<file path="src/include/ddr2_regs.svh">
// constants for the ddr2 command decoder and bank tracker
// How it works
// [RULE_01] every command comes from cs, ras, cas, we and cke at the clock edge
// [RULE_02] deselect continues the current operation; cs low with the rest high is nop
// [RULE_03] load mode is all strobes low, cke high; bank picks register, address is opcode
// [RULE_04] a bank is idle after precharge time and any read burst has ended
// [RULE_05] activate is cs and ras low; bank address picks bank, address is the row
// [RULE_06] a bank becomes row active once the activate-to-column delay has passed
// [RULE_07] read is ras high, cas low, we high; a10 high asks for auto precharge
// [RULE_08] write is ras high, cas and we low; a10 high asks for auto precharge
// [RULE_09] precharge closes one bank, or every bank with a10 high ignoring bank address
// [RULE_10] a row active bank takes read, write and precharge
// [RULE_11] during a plain read burst the bank takes read, write or precharge
// [RULE_12] during a plain write burst the bank takes read, write or precharge
// [RULE_13] precharge during a read or write state starts closing the row
// [RULE_14] read or write state means a burst without auto precharge still running
// [RULE_15] the third bank address bit is used only on the larger densities
// [RULE_16] unused upper address bits are ignored during column addressing
// [RULE_17] self refresh enters on refresh with cke falling, leaves on cke rising
// [RULE_18] power-down follows cke with deselect or nop; it does no refresh
// [RULE_19] four-beat bursts are never cut short by a later command
// [RULE_20] termination does not affect decoding and is off in self refresh
// [RULE_21] bank checks apply only with cke high twice and after self refresh exit delay
// [RULE_22] a bank in a transitional state takes only deselect or nop
// [RULE_23] refresh and load mode are issued only with every bank idle
// [RULE_24] any state and command pair not listed is illegal
// [RULE_25] a command that the target bank state forbids is flagged
`ifndef DDR2_REGS_SVH
`define DDR2_REGS_SVH
`define CLK_NS 20
`define T_RCD_NS 15
`define T_RP_NS 15
`define T_WR_NS 15
`define T_RFC_NS 128
`define T_XSNR_NS 138
`define CEIL_CYC(ns) 8'((((ns) + `CLK_NS - 1) / `CLK_NS))
`define T_RCD_CYC `CEIL_CYC(`T_RCD_NS)
`define T_RP_CYC `CEIL_CYC(`T_RP_NS)
`define T_WR_CYC `CEIL_CYC(`T_WR_NS)
`define T_RFC_CYC `CEIL_CYC(`T_RFC_NS)
`define T_XSNR_CYC `CEIL_CYC(`T_XSNR_NS)
`define T_MRD_CYC 8'h02
`define BURST_CYC 8'h02
`define ENC_LOAD_MODE 3'h0
`define ENC_REFRESH 3'h1
`define ENC_PRECHARGE 3'h2
`define ENC_ACTIVATE 3'h3
`define ENC_WRITE 3'h4
`define ENC_READ 3'h5
`define ENC_NOP 3'h7
`define A10_BIT 10
`define ADDR_W 14
`define BA_W 3
`define NUM_BANKS 8
`endif

</file>
<file path="src/include/ddr2_pkg.sv">
// types shared by the ddr2 command decoder and bank tracker
package ddr2_pkg;
  typedef enum logic [3:0] {
    CMD_DESEL, CMD_NOP, CMD_LOAD_MODE, CMD_REFRESH, CMD_SREF_ENTRY,
    CMD_ACTIVATE, CMD_READ, CMD_WRITE, CMD_PRECHARGE, CMD_PD_ENTRY,
    CMD_CKE_EXIT, CMD_RESERVED
  } cmd_e;
  typedef enum logic [2:0] {
    BANK_IDLE, BANK_ACTIVATING, BANK_ROW_ACTIVE, BANK_READ, BANK_WRITE,
    BANK_ACCESS_AP, BANK_PRECHARGING
  } bank_e;
  typedef enum logic [1:0] {
    PWR_ACTIVE, PWR_DOWN, PWR_SREF, PWR_SREF_EXIT
  } pwr_e;
endpackage

</file>
<file path="src/hdl/interval_timer.sv">
// down-counting timer for device-wide waits
`timescale 1ns/100ps
module interval_timer (
  // clock and reset
  input  wire logic       ref_clk,
  input  wire logic       rst,
  // load and status
  input  wire logic       load,
  input  wire logic [7:0] cycles,
  output logic            busy
);
  logic [7:0] cnt_reg;

  always_ff @(posedge ref_clk) begin
    if (rst) begin
      cnt_reg <= 8'h00;
    end else if (load) begin
      cnt_reg <= cycles;
    end else if (cnt_reg != 8'h00) begin
      cnt_reg <= cnt_reg - 8'h01;
    end
  end

  // busy stands exactly cycles clocks after load
  always_ff @(posedge ref_clk) begin
    if (rst) begin
      busy <= 1'b0;
    end else begin
      busy <= load || (cnt_reg > 8'h01);
    end
  end
endmodule

</file>
<file path="src/hdl/bank_tracker.sv">
// per-bank state tracker with burst and precharge timing
`timescale 1ns/100ps
`include "ddr2_regs.svh"
module bank_tracker (
  // clock and reset
  input  wire logic           ref_clk,
  input  wire logic           rst,
  // command steered to this bank
  input  wire logic           hit,
  input  wire ddr2_pkg::cmd_e cmd,
  input  wire logic           auto_pre,
  input  wire logic           pre_all,
  // bank status
  output ddr2_pkg::bank_e     state,
  output logic                reject
);
  ddr2_pkg::bank_e state_next;
  logic [7:0]      cnt_reg;
  logic [7:0]      cnt_next;
  logic            is_wr_reg;
  logic            is_rw;

  function automatic ddr2_pkg::bank_e burst_state(input ddr2_pkg::cmd_e c, input logic ap);
    if (ap) return ddr2_pkg::BANK_ACCESS_AP;
    return (c == ddr2_pkg::CMD_READ) ? ddr2_pkg::BANK_READ : ddr2_pkg::BANK_WRITE;
  endfunction

  always_comb begin
    state_next = state;
    cnt_next = (cnt_reg != 8'h00) ? cnt_reg - 8'h01 : 8'h00;
    reject = 1'b0;
    is_rw = cmd inside {ddr2_pkg::CMD_READ, ddr2_pkg::CMD_WRITE};
    unique case (state)
      ddr2_pkg::BANK_IDLE: begin
        if (hit && cmd == ddr2_pkg::CMD_ACTIVATE) begin  // [RULE_04] [RULE_05]
          state_next = ddr2_pkg::BANK_ACTIVATING;
          cnt_next = `T_RCD_CYC - 8'h01;
        end else if (hit && !pre_all) begin
          reject = 1'b1;  // [RULE_25]
        end
      end
      ddr2_pkg::BANK_ACTIVATING, ddr2_pkg::BANK_PRECHARGING: begin
        reject = hit;  // [RULE_22]
        if (cnt_reg == 8'h00) begin  // [RULE_06] [RULE_04]
          state_next = (state == ddr2_pkg::BANK_ACTIVATING) ?
                       ddr2_pkg::BANK_ROW_ACTIVE : ddr2_pkg::BANK_IDLE;
        end
      end
      ddr2_pkg::BANK_ACCESS_AP: begin
        reject = hit;  // [RULE_22]
        if (cnt_reg == 8'h00) begin
          state_next = ddr2_pkg::BANK_PRECHARGING;
          cnt_next = is_wr_reg ? `T_WR_CYC + `T_RP_CYC - 8'h01 : `T_RP_CYC - 8'h01;
        end
      end
      default: begin
        // row active, read and write share the column command handling
        if (hit && state != ddr2_pkg::BANK_ROW_ACTIVE && cnt_reg != 8'h00) begin
          reject = 1'b1;  // [RULE_19]
        end else if (hit && is_rw) begin  // [RULE_10] [RULE_11] [RULE_12]
          state_next = burst_state(cmd, auto_pre);
          cnt_next = `BURST_CYC - 8'h01;
        end else if (hit && cmd == ddr2_pkg::CMD_PRECHARGE) begin  // [RULE_13]
          state_next = ddr2_pkg::BANK_PRECHARGING;
          cnt_next = `T_RP_CYC - 8'h01;
        end else if (hit) begin
          reject = 1'b1;  // [RULE_24]
        end else if (state != ddr2_pkg::BANK_ROW_ACTIVE && cnt_reg == 8'h00) begin
          state_next = ddr2_pkg::BANK_ROW_ACTIVE;  // [RULE_14]
        end
      end
    endcase
  end

  always_ff @(posedge ref_clk) begin
    if (rst) begin
      state <= ddr2_pkg::BANK_IDLE;
      cnt_reg <= 8'h00;
    end else begin
      state <= state_next;
      cnt_reg <= cnt_next;
    end
  end

  always_ff @(posedge ref_clk) begin
    if (rst) begin
      is_wr_reg <= 1'b0;
    end else if (hit && is_rw && !reject) begin
      is_wr_reg <= (cmd == ddr2_pkg::CMD_WRITE);
    end
  end
endmodule

</file>
<file path="src/hdl/ddr2_cmd_decoder.sv">
// command decoder, power state and bank tracking for a ddr2 device
`timescale 1ns/100ps
`include "ddr2_regs.svh"

module ddr2_cmd_decoder (
  // clock and reset
  input  wire logic               ref_clk,
  input  wire logic               rst,
  // command and address pins
  input  wire logic               cke,
  input  wire logic               cs_n,
  input  wire logic               ras_n,
  input  wire logic               cas_n,
  input  wire logic               we_n,
  input  wire logic [`BA_W-1:0]   ba,
  input  wire logic [`ADDR_W-1:0] addr,
  input  wire logic               odt,
  // configuration
  input  wire logic               ba2_used,
  input  wire logic [3:0]         col_bits,
  // decoded command
  output ddr2_pkg::cmd_e          cmd_code,
  output logic [`BA_W-1:0]        cmd_bank,
  output logic [`ADDR_W-1:0]      cmd_addr,
  output logic                    cmd_auto_pre,
  output logic                    illegal_cmd,
  // mode register load
  output logic                    mode_load,
  output logic [`BA_W-1:0]        mode_sel,
  output logic [`ADDR_W-1:0]      mode_op,
  // device and bank status
  output ddr2_pkg::pwr_e          pwr_state,
  output logic                    dev_busy,
  output logic                    odt_active,
  output logic [`NUM_BANKS-1:0]   bank_idle,
  output logic [`NUM_BANKS-1:0]   bank_open
);
  logic                  cke_prev_reg;
  ddr2_pkg::cmd_e        cmd_now;
  logic                  gate_ok;
  logic                  nop_cmd;
  logic                  all_idle;
  logic [`BA_W-1:0]      bank_sel;
  logic                  pre_all;
  logic                  bank_cmd;
  logic                  col_cmd;
  logic [`NUM_BANKS-1:0] hit;
  logic [`NUM_BANKS-1:0] reject;
  logic [`NUM_BANKS-1:0] idle_now;
  logic [`NUM_BANKS-1:0] open_now;
  ddr2_pkg::bank_e       state [`NUM_BANKS];
  logic                  dev_reject;
  logic                  timer_load;
  logic [7:0]            timer_cycles;
  ddr2_pkg::pwr_e        pwr_next;

  // cke is compared with its own value one edge earlier
  function automatic ddr2_pkg::cmd_e decode(
    input logic       ck_prev,
    input logic       ck_now,
    input logic [3:0] pins
  );
    logic idle_enc;
    idle_enc = pins[3] || (pins[2:0] == `ENC_NOP);
    if (ck_prev && !ck_now) begin
      if (!pins[3] && pins[2:0] == `ENC_REFRESH) begin
        return ddr2_pkg::CMD_SREF_ENTRY;  // [RULE_17]
      end
      return idle_enc ? ddr2_pkg::CMD_PD_ENTRY : ddr2_pkg::CMD_RESERVED;  // [RULE_18]
    end
    if (!ck_prev && ck_now) begin
      return idle_enc ? ddr2_pkg::CMD_CKE_EXIT : ddr2_pkg::CMD_RESERVED;
    end
    if (!ck_now || pins[3]) begin
      return ddr2_pkg::CMD_DESEL;  // [RULE_02]
    end
    unique case (pins[2:0])
      `ENC_NOP:        return ddr2_pkg::CMD_NOP;  // [RULE_02]
      `ENC_LOAD_MODE:  return ddr2_pkg::CMD_LOAD_MODE;  // [RULE_03]
      `ENC_REFRESH:    return ddr2_pkg::CMD_REFRESH;
      `ENC_ACTIVATE:   return ddr2_pkg::CMD_ACTIVATE;  // [RULE_05]
      `ENC_READ:       return ddr2_pkg::CMD_READ;  // [RULE_07]
      `ENC_WRITE:      return ddr2_pkg::CMD_WRITE;  // [RULE_08]
      `ENC_PRECHARGE:  return ddr2_pkg::CMD_PRECHARGE;  // [RULE_09]
      default:         return ddr2_pkg::CMD_RESERVED;  // [RULE_24]
    endcase
  endfunction

  // a10 is the auto precharge flag, never a column bit
  function automatic logic [`ADDR_W-1:0] col_mask(
    input logic [`ADDR_W-1:0] a,
    input logic [3:0]         w
  );
    logic [`ADDR_W-1:0] m;
    m = '0;
    for (int i = 0; i < `ADDR_W; i++) begin
      if (i < `A10_BIT) begin
        m[i] = a[i] && (4'(i) < w);
      end else if (i > `A10_BIT) begin
        m[i] = a[i] && (4'(i - 1) < w);
      end
    end
    return m;
  endfunction

  always_ff @(posedge ref_clk) begin
    if (rst) begin
      cke_prev_reg <= 1'b0;
    end else begin
      cke_prev_reg <= cke;
    end
  end

  assign cmd_now = decode(cke_prev_reg, cke, {cs_n, ras_n, cas_n, we_n});  // [RULE_01]
  assign nop_cmd = cmd_now inside {ddr2_pkg::CMD_DESEL, ddr2_pkg::CMD_NOP,
                                   ddr2_pkg::CMD_CKE_EXIT};
  // odt plays no part here, so decoding cannot depend on it
  assign gate_ok = pwr_state == ddr2_pkg::PWR_ACTIVE && !dev_busy
                   && cke_prev_reg && cke;  // [RULE_21] [RULE_20]
  assign bank_sel = ba2_used ? ba : {1'b0, ba[`BA_W-2:0]};  // [RULE_15]
  assign pre_all = cmd_now == ddr2_pkg::CMD_PRECHARGE && addr[`A10_BIT];  // [RULE_09]
  assign col_cmd = cmd_now inside {ddr2_pkg::CMD_READ, ddr2_pkg::CMD_WRITE};
  assign bank_cmd = gate_ok && (col_cmd || cmd_now inside {ddr2_pkg::CMD_ACTIVATE,
                                                           ddr2_pkg::CMD_PRECHARGE});
  assign all_idle = &idle_now;

  for (genvar b = 0; b < `NUM_BANKS; b++) begin : g_bank
    assign hit[b] = bank_cmd && (bank_sel == `BA_W'(b) || pre_all);  // [RULE_09]
    assign idle_now[b] = state[b] == ddr2_pkg::BANK_IDLE;
    assign open_now[b] = state[b] inside {ddr2_pkg::BANK_ROW_ACTIVE, ddr2_pkg::BANK_READ,
                                          ddr2_pkg::BANK_WRITE, ddr2_pkg::BANK_ACCESS_AP};
    bank_tracker u_bank (
      .ref_clk  (ref_clk),
      .rst      (rst),
      .hit      (hit[b]),
      .cmd      (cmd_now),
      .auto_pre (addr[`A10_BIT]),
      .pre_all  (pre_all),
      .state    (state[b]),
      .reject   (reject[b])
    );
  end

  // one shared timer covers refresh, mode load and self refresh exit,
  // which never overlap
  interval_timer u_timer (
    .ref_clk (ref_clk),
    .rst     (rst),
    .load    (timer_load),
    .cycles  (timer_cycles),
    .busy    (dev_busy)
  );

  always_comb begin
    pwr_next = pwr_state;
    dev_reject = 1'b0;
    timer_load = 1'b0;
    timer_cycles = `T_MRD_CYC;
    unique case (pwr_state)
      ddr2_pkg::PWR_ACTIVE: begin
        if (cmd_now == ddr2_pkg::CMD_RESERVED) begin
          dev_reject = 1'b1;  // [RULE_24]
        end else if (dev_busy && !nop_cmd) begin
          dev_reject = 1'b1;  // [RULE_22]
        end else begin
          unique case (cmd_now)
            ddr2_pkg::CMD_LOAD_MODE: begin
              dev_reject = !all_idle;  // [RULE_23] [RULE_25]
              timer_load = all_idle;  // [RULE_03]
            end
            ddr2_pkg::CMD_REFRESH: begin
              dev_reject = !all_idle;  // [RULE_23] [RULE_25]
              timer_load = all_idle;
              timer_cycles = `T_RFC_CYC;
            end
            ddr2_pkg::CMD_SREF_ENTRY: begin
              dev_reject = !all_idle;  // [RULE_23]
              if (all_idle) begin
                pwr_next = ddr2_pkg::PWR_SREF;  // [RULE_17]
              end
            end
            ddr2_pkg::CMD_PD_ENTRY: begin
              pwr_next = ddr2_pkg::PWR_DOWN;  // [RULE_18]
            end
            default: begin
              dev_reject = 1'b0;
            end
          endcase
        end
      end
      ddr2_pkg::PWR_DOWN: begin
        // no refresh happens here; the controller bounds the stay
        if (cmd_now == ddr2_pkg::CMD_CKE_EXIT) begin
          pwr_next = ddr2_pkg::PWR_ACTIVE;  // [RULE_18]
        end
        dev_reject = cmd_now == ddr2_pkg::CMD_RESERVED;
      end
      ddr2_pkg::PWR_SREF: begin
        // exit is seen at the first edge with cke high again
        if (cmd_now == ddr2_pkg::CMD_CKE_EXIT) begin
          pwr_next = ddr2_pkg::PWR_SREF_EXIT;  // [RULE_17]
          timer_load = 1'b1;
          timer_cycles = `T_XSNR_CYC;
        end
        dev_reject = cmd_now == ddr2_pkg::CMD_RESERVED;
      end
      ddr2_pkg::PWR_SREF_EXIT: begin
        dev_reject = !nop_cmd;  // [RULE_21]
        if (!dev_busy) begin
          pwr_next = ddr2_pkg::PWR_ACTIVE;
        end
      end
    endcase
  end

  always_ff @(posedge ref_clk) begin
    if (rst) begin
      pwr_state <= ddr2_pkg::PWR_ACTIVE;
    end else begin
      pwr_state <= pwr_next;
    end
  end

  always_ff @(posedge ref_clk) begin
    if (rst) begin
      cmd_code <= ddr2_pkg::CMD_DESEL;
      cmd_bank <= '0;
      cmd_addr <= '0;
      cmd_auto_pre <= 1'b0;
    end else begin
      cmd_code <= cmd_now;
      cmd_bank <= bank_sel;
      cmd_addr <= col_cmd ? col_mask(addr, col_bits) : addr;  // [RULE_16]
      cmd_auto_pre <= (col_cmd || pre_all) && addr[`A10_BIT];  // [RULE_07] [RULE_08]
    end
  end

  always_ff @(posedge ref_clk) begin
    if (rst) begin
      illegal_cmd <= 1'b0;
    end else begin
      illegal_cmd <= dev_reject || (|reject);  // [RULE_25]
    end
  end

  always_ff @(posedge ref_clk) begin
    if (rst) begin
      mode_load <= 1'b0;
      mode_sel <= '0;
      mode_op <= '0;
    end else begin
      mode_load <= gate_ok && cmd_now == ddr2_pkg::CMD_LOAD_MODE && all_idle;  // [RULE_03]
      mode_sel <= bank_sel;
      mode_op <= addr;
    end
  end

  // termination is cut as self refresh begins, not one edge later
  always_ff @(posedge ref_clk) begin
    if (rst) begin
      odt_active <= 1'b0;
    end else begin
      odt_active <= odt && pwr_next != ddr2_pkg::PWR_SREF;  // [RULE_20]
    end
  end

  always_ff @(posedge ref_clk) begin
    if (rst) begin
      bank_idle <= '1;
      bank_open <= '0;
    end else begin
      bank_idle <= idle_now;
      bank_open <= open_now;
    end
  end
endmodule

</file>
<file path="config.mk">
export PLATFORM = sky130hd
export DESIGN_NAME = ddr2_cmd_decoder
export DESIGN_NICKNAME = d
export VERILOG_FILES = /design/src/include/ddr2_pkg.sv /design/src/hdl/interval_timer.sv /design/src/hdl/bank_tracker.sv /design/src/hdl/ddr2_cmd_decoder.sv
export VERILOG_INCLUDE_DIRS = /design/src /design/src/include
export SDC_FILE = /design/constraint.sdc
export NUM_CORES = 1
export LEC_CHECK = 0
export BUFFER_PORTS_ARGS = -buffer_cell sky130_fd_sc_hd__buf_4
export CORE_MARGIN = 3
export CORE_UTILIZATION = 40
export CTS_BUF_LIST = sky130_fd_sc_hd__clkbuf_4
export DETAILED_ROUTE_END_ITERATION = 8
export PLACE_DENSITY = 0.67
export REMOVE_ABC_BUFFERS = 1
export SYNTH_ARGS = -nofsm -noshare
export SYNTH_HDL_FRONTEND = slang
export SYNTH_SLANG_ARGS = --single-unit
</file>
<file path="constraint.sdc">
create_clock -name ref_clk -period 2.6 [get_ports ref_clk]
set_clock_uncertainty 0.05 [all_clocks]
set_input_delay 0.26 -clock ref_clk [delete_from_list [all_inputs] [get_ports ref_clk]]
set_output_delay 0.26 -clock ref_clk [all_outputs]
set_load 0.01 [all_outputs]
</file>
# Word level (Yosys, flattened, before mapping)
# Index checks and enable logic that the tools add are counted.
# word_totals
regBits,163
inputBits,30
elab_cells,680
# op_classes
n_lt_le_gt_ge,14
addsub,9
reduce_logical,214
n_eq_ne,124
n_mux,280
# op_table
op,count
$mux W8,50
$mux W3,79
$pmux W8 S3,8
$logic_and A1 B1 Y1,98
$mux W1,97
$eq A3 B3 Y1 const B,31
$pmux W3 S3,8
$reduce_bool A8 Y1,9
$sub A8 B1 Y8 const B,9
$logic_not A8 Y1,8
$eq A3 B2 Y1 const B,20
$ne A2 B1 Y1 const B,24
$ne A6 B6 Y1 const B,8
$reduce_and A6 Y1,8
$reduce_bool A6 Y1,8
$mux W4,8
$ne A4 B4 Y1 const B,8
$reduce_bool A4 Y1,8
$reduce_or A4 Y1,8
$eq A3 B1 Y1 const B,10
$logic_not A3 Y1,10
$mux W2,15
$pmux W4 S7,1
$reduce_or A3 Y1,9
other kinds (28),99

# Depth between registers and ports, before layout
# depth
depth_word,24
depth_mapped,12

# Modules after synthesis
# A second synthesis with hierarchy kept.
# hier_totals
cells_unflattened,1278
hier_area_um2,10601.4
# by_module_without_submodules
mod,area_each_um2,n_inst,cells_each
bank_tracker at g_bank[0].u_bank ...,994.7,4,123
bank_tracker at g_bank[4].u_bank ...,932.1,3,118
ddr2_cmd_decoder,2366.0,1,252
bank_tracker at g_bank[7].u_bank,957.2,1,121
interval_timer,503.0,1,59

# Least setup slack after synthesis
# OpenSTA, ideal clock, no wires.
# synth_timing
path_type,register to register
start,register pwr_state[0]
end,register g_bank[2].u_bank.state[1]
arrival_time_ns,2.295
stages_incl_launch_ff,11
required_time_ns,2.476
path_slack_ns,0.181
path_buffers,2
setup_time_ns,0.074
cell_sequence,dfxtp_1 > inv_1 > ha_1 > inv_1 > nor3_2 > buf_4 > buf_2 > o211ai_1 > o21a_1 > or4_1 > a31oi_1
# synth_between
elab_chain_cells,11
# synth_lines
item,line,rtl
start: declaration,ddr2_cmd_decoder.sv:32,"output ddr2_pkg::pwr_e pwr_state,"
start signal: assignment,ddr2_cmd_decoder.sv:218,pwr_state <= ddr2_pkg::PWR_ACTIVE;
start signal: assignment,ddr2_cmd_decoder.sv:220,pwr_state <= pwr_next;
$logic_not A2 Y1 (*),ddr2_cmd_decoder.sv:118,assign gate_ok = pwr_state == ddr2_pkg::PWR_ACTIVE && !dev_busy
$logic_and A1 B1 Y1 (*),ddr2_cmd_decoder.sv:118,
$logic_and A1 B1 Y1 (*) (2 in series),ddr2_cmd_decoder.sv:119,&& cke_prev_reg && cke;
$logic_and A1 B1 Y1 (*),ddr2_cmd_decoder.sv:123,"assign bank_cmd = gate_ok && (col_cmd || cmd_now inside {ddr2_pkg::CMD_ACTIVATE,"
$logic_and A1 B1 Y1 (*),ddr2_cmd_decoder.sv:128,assign hit[b] = bank_cmd && (bank_sel == `BA_W'(b) || pre_all);
$logic_and A1 B1 Y1,bank_tracker.sv:63,end else if (hit && cmd == ddr2_pkg::CMD_PRECHARGE) begin
$mux W3,bank_tracker.sv:63,
$mux W3,bank_tracker.sv:60,end else if (hit && is_rw) begin
$mux W3,bank_tracker.sv:58,if (hit && state != ddr2_pkg::BANK_ROW_ACTIVE && cnt_reg != 8'h00) begin
$pmux W3 S3,bank_tracker.sv:33,unique case (state)
end signal: assignment,bank_tracker.sv:77,state <= ddr2_pkg::BANK_IDLE;
end signal: assignment,bank_tracker.sv:80,state <= state_next;
end: declaration,bank_tracker.sv:14,"output ddr2_pkg::bank_e state,"
# Every way passes the cells marked *; elsewhere a longest branch is shown, timed or not. The select of a mux whose other input is x is not followed.
# A chain may end at the register's enable or synchronous reset.

# Worst setup path in the final report
# layout_timing
start,register pwr_state[1]
end,register g_bank[5].u_bank.state[1]
# layout_between
elab_chain_cells,11
# layout_lines
item,line
$logic_not A2 Y1 (*),ddr2_cmd_decoder.sv:118
$logic_and A1 B1 Y1 (*),ddr2_cmd_decoder.sv:118
$logic_and A1 B1 Y1 (*) (2 in series),ddr2_cmd_decoder.sv:119
$logic_and A1 B1 Y1 (*),ddr2_cmd_decoder.sv:123
$logic_and A1 B1 Y1 (*),ddr2_cmd_decoder.sv:128
$logic_and A1 B1 Y1,bank_tracker.sv:63
$mux W3,bank_tracker.sv:63
$mux W3,bank_tracker.sv:60
$mux W3,bank_tracker.sv:58
$pmux W3 S3,bank_tracker.sv:33
end signal: assignment,bank_tracker.sv:77
end signal: assignment,bank_tracker.sv:80
end: declaration,bank_tracker.sv:14
# Marked as above.

==> metrics.yaml <==
power_and_ir_drop:
  finalPower_mw: 9.28
  pwr-share-seq_pct: 37.6
  p_int_mw: 5.41
  p_per_area_mw_per_mm2: 802
  p_leak_nw: 4.49
  p_sw_share_pct: 41.7
  peakVddDrop_v: 0.000584
  comb_power_share_pct: 44.8
  switching_power_mw: 3.87
  clkPwrFrac_pct: 17.6
hold_path:
  hold_depth: 4
  hold_path_end: "cmd_code[1]$_SDFF_PP0_"
  min_from: "cs_n"
  hold_class: "input pin to flop"
logic_synthesis:
  yosysSeqAreaShare_pct: 34.1
  synth.avg_cell_area_um2: 7.81
  netlist_instances: 1225
  netlist.area_leader.share_pct: 34.1
  synth-edff-count: 0
  synth.area.top_cells: "dfxtp_1, nor2_1, a21oi_1"
  synth_area_leader_cell: "dfxtp_1"
  async_reset_ff_share_pct: 0
  synth-seq-cells: 163
  ys_types: 101
  ys_warn_count: 0
  syn-cell-area_mm2: 0.00957
  ys.flop_type: "dfxtp_1"
cells_and_area:
  nets: 1412
  syn2layout_area_growth_pct: 20.9
  fin_area_mm2: 0.0116
  layout.cells.non_filler: 1686
  fill_cells: 2192
  seq_area_mm2: 0.00326
  drive_above_1_share_pct: 18.5
  multiInputGateArea_mm2: 0.00582
  largest_reg_flops: 64
floorplanning:
  num_rows: 55
  die_w_um: 161
  initial_core_util_pct: 41.5
  core_mm2: 0.0231
  dieArea_mm2: 0.0258
  boundaryPins: 91
  chipHeight_um: 161
setup_path:
  r2r_start: "pwr_state[1]$_SDFF_PP0_"
  end_kind: "flop"
  startpoint_type: "flop"
  critPathArrivalTime_ns: 2.92
  worst_path_max_delay_cell: "o311ai_0"
  crit_chain: "inv_1 > ha_2 > inv_1 > nor3_2 > buf_12 > o21a_1 > buf_4 > mux2i_1 > a21oi_1 > o311ai_0 > o311ai_1"
  critPathTopFamily: "compound AO/OA/AOI/OAI gates"
  critPathMostFrequentCell: "inv_1"
  r2r.worst_path.cells: 11
  setup.worst_path.class: "flop to flop"
  critPathBufInv: 4
  critPathMaxFanout: 23
  regToRegSetupSlack_ns: 0.09
  r2r_end: "g_bank[5].u_bank.state[1]$_SDFFE_PP0P_"
  cp.required_ns: 3.01
  slowest_delay_ns: 0.36
run:
  max_cap_violations: 0
routing:
  firstDrtPassIters: 6
  vias: 9520
  routed_wl_um: 26800
  drt.antenna.violating_nets: 0
  drt_iter0_markers: 1270
  drt-wirelength-per-cell_um: 15.9
  via_per_inst: 5.65
  drc: 0
place:
  hpwl_um: 18900
  placed_cell_area_mm2: 0.0108
  gp_congestion: 0.924
  port_buffers: 90
  numPlacedInstances: 1618
clocking:
  cts_root_buf: "clkbuf_4"
  clock_latency_ns: 0.60
  clk_path_buf_depth: 2
  cts_tree: "yes"
  htreeDepth: 4
  cts_buffers: 17
  clkTransAtPathRegs_ns: 0.18
  cts.sinks: 163
sta:
  finalCritPeriodShare_pct: 96.4
  slew_headroom_pct: 43.9
  slew_violations: 0
  setup_viol: 0
  fin_tns_setup_ns: 0
  tightest_slew_ns: 0.833
  whs_ns: 0.0690
  hold_viol: 0
  clock.fmax_mhz: 399
  fin_crit_ns: 2.51
global_route:
  grt_use_total_pct: 20.0
  grt_overflow_total: 0
  first_global_vias: 8563
  antenna_found_initial: 1
  grt_max_degree: 38
  grt_pass1_wl_um: 43200
run_status:
  outcome: "finished, final reports clean"
==> worst max path at each step <==
stage | startpoint | endpoint | slack, ns | depth (start not counted)
after CTS | cke_prev_reg$_SDFF_PP0_ | illegal_cmd$_SDFF_PP0_ | 0.03 | 8
final | pwr_state[1]$_SDFF_PP0_ | g_bank[5].u_bank.state[1]$_SDFFE_PP0P_ | 0.09 | 11
after detailed placement | cas_n | odt_active$_SDFF_PP0_ | 0.08 | 9
after floorplan | pwr_state[0]$_SDFF_PP0_ | g_bank[5].u_bank.state[1]$_SDFFE_PP0P_ | -0.36 | 9
after global placement | ras_n | illegal_cmd$_SDFF_PP0_ | 0.04 | 9
after global routing | pwr_state[0]$_SDFF_PP0_ | g_bank[7].u_bank.state[1]$_SDFFE_PP0P_ | -0.001 | 10
==> cells by family (layout without fill, tap and decap cells) <==
family / Yosys count / count (layout) / synth area share [%]
simple gates: 513 / 513 / 27.1
compound gates: 327 / 327 / 23.2
flops: 163 / 163 / 34.1
buf+inv: 129 / 276 / 5.72
xor+xnor: 54 / 54 / 5.10
fa+ha+maj: 27 / 27 / 3.42
mux: 12 / 12 / 1.29
other cells: 0 / 1 / 0
==> area by class of cell <==
class / count / area share (%)
multi-input combinational: 933 / 50.3
sequential: 163 / 28.2
timing repair buffer: 196 / 13.7
tap: 313 / 3.38
clock inverter: 15 / 1.78
inverter: 48 / 1.56
clock buffer: 17 / 1.10
antenna: 1 / 0.0216
==> per-layer routing <==
| layer | vias up | part of all wire, % | GRT usage, % |
|---|---|---|---|
| li1 | 4653 | - | - |
| met1 | 4379 | 44 | 27.0 |
| met2 | 434 | 46 | 32.9 |
| met3 | 54 | 8.2 | 4.02 |
| met4 | 0 | 1.8 | 5.32 |
| met5 | - | 0 | 0 |
==> power groups by stage <==
stage / logic (mW) / clock network [mW] / registers [mW]
floorplan: 2.94 / 0 / 3.55
global placement: 3.99 / 0 / 3.53
detailed placement: 4.04 / 0 / 3.54
CTS: 4.10 / 1.69 / 3.49
global route: 4.67 / 1.79 / 3.57
finish: 4.16 / 1.63 / 3.49
==> worst min-delay path: stages <==
cell and delay [ns]:
buf_4 0.15, a21oi_1 0.11, o22ai_1 0.10, nor2_1 0.08
==> metrics by stage <==
step,util (%),setup WS (ns)
2_1_floorplan,-,-0.361
3_3_place_gp,47.0,0.0431
3_5_place_dp,47.0,0.0756
4_1_cts,49.9,0.0344
5_1_grt,50.2,-0.000998
6_report,50.2,0.0923
==> cells in the final DEF (no fill, tap or decap), types with 12 or more instances in the layout <==
cell,count
inv_1,46
nor2_1,163
dfxtp_1,162
a21oi_1,89
dlygate4sd3_1,35
clkbuf_4,17
ha_1,22
nand3_1,38
a211oi_1,16
o31ai_1,14
a21boi_0,12
nor3_1,54
nand2_1,109
xor2_1,15
a31oi_1,25
or2_2,12
o21ai_0,52
buf_4,159
nor2b_1,20
nand2b_1,23
nor4_1,18
o211ai_1,12
xnor2_1,37
==> synth_stat cells (5+ instances only) <==
library cell / n
a22oi_1: 5
buf_4: 10
and3_1: 6
xor2_1: 15
and2_1: 10
nor4_1: 18
inv_1: 46
a21oi_1: 89
o211ai_1: 12
a31oi_1: 25
o22ai_1: 7
ha_1: 23
nand2_1: 109
a211oi_1: 17
o21a_1: 8
o21ai_0: 53
clkbuf_1: 49
a221oi_1: 5
nor2b_1: 20
buf_1: 6
dfxtp_1: 163
nand3_1: 38
buf_2: 14
a21boi_0: 12
a21o_1: 7
nand2b_1: 23
nor2_1: 163
o31ai_1: 14
or3_1: 9
xnor2_1: 37
or2_2: 12
nor3_1: 54
nor4b_1: 5
mux2i_1: 9
nand4_1: 10
==> what timing repair did <==
item	CTS	global route
setup buffers	0	0
endpoints found under the hold margin	36	0
hold buffers	35	0
gates resized for setup	0	13
setup endpoints to repair	0	31
No activity file was read; power rests on OpenSTA's default activity.
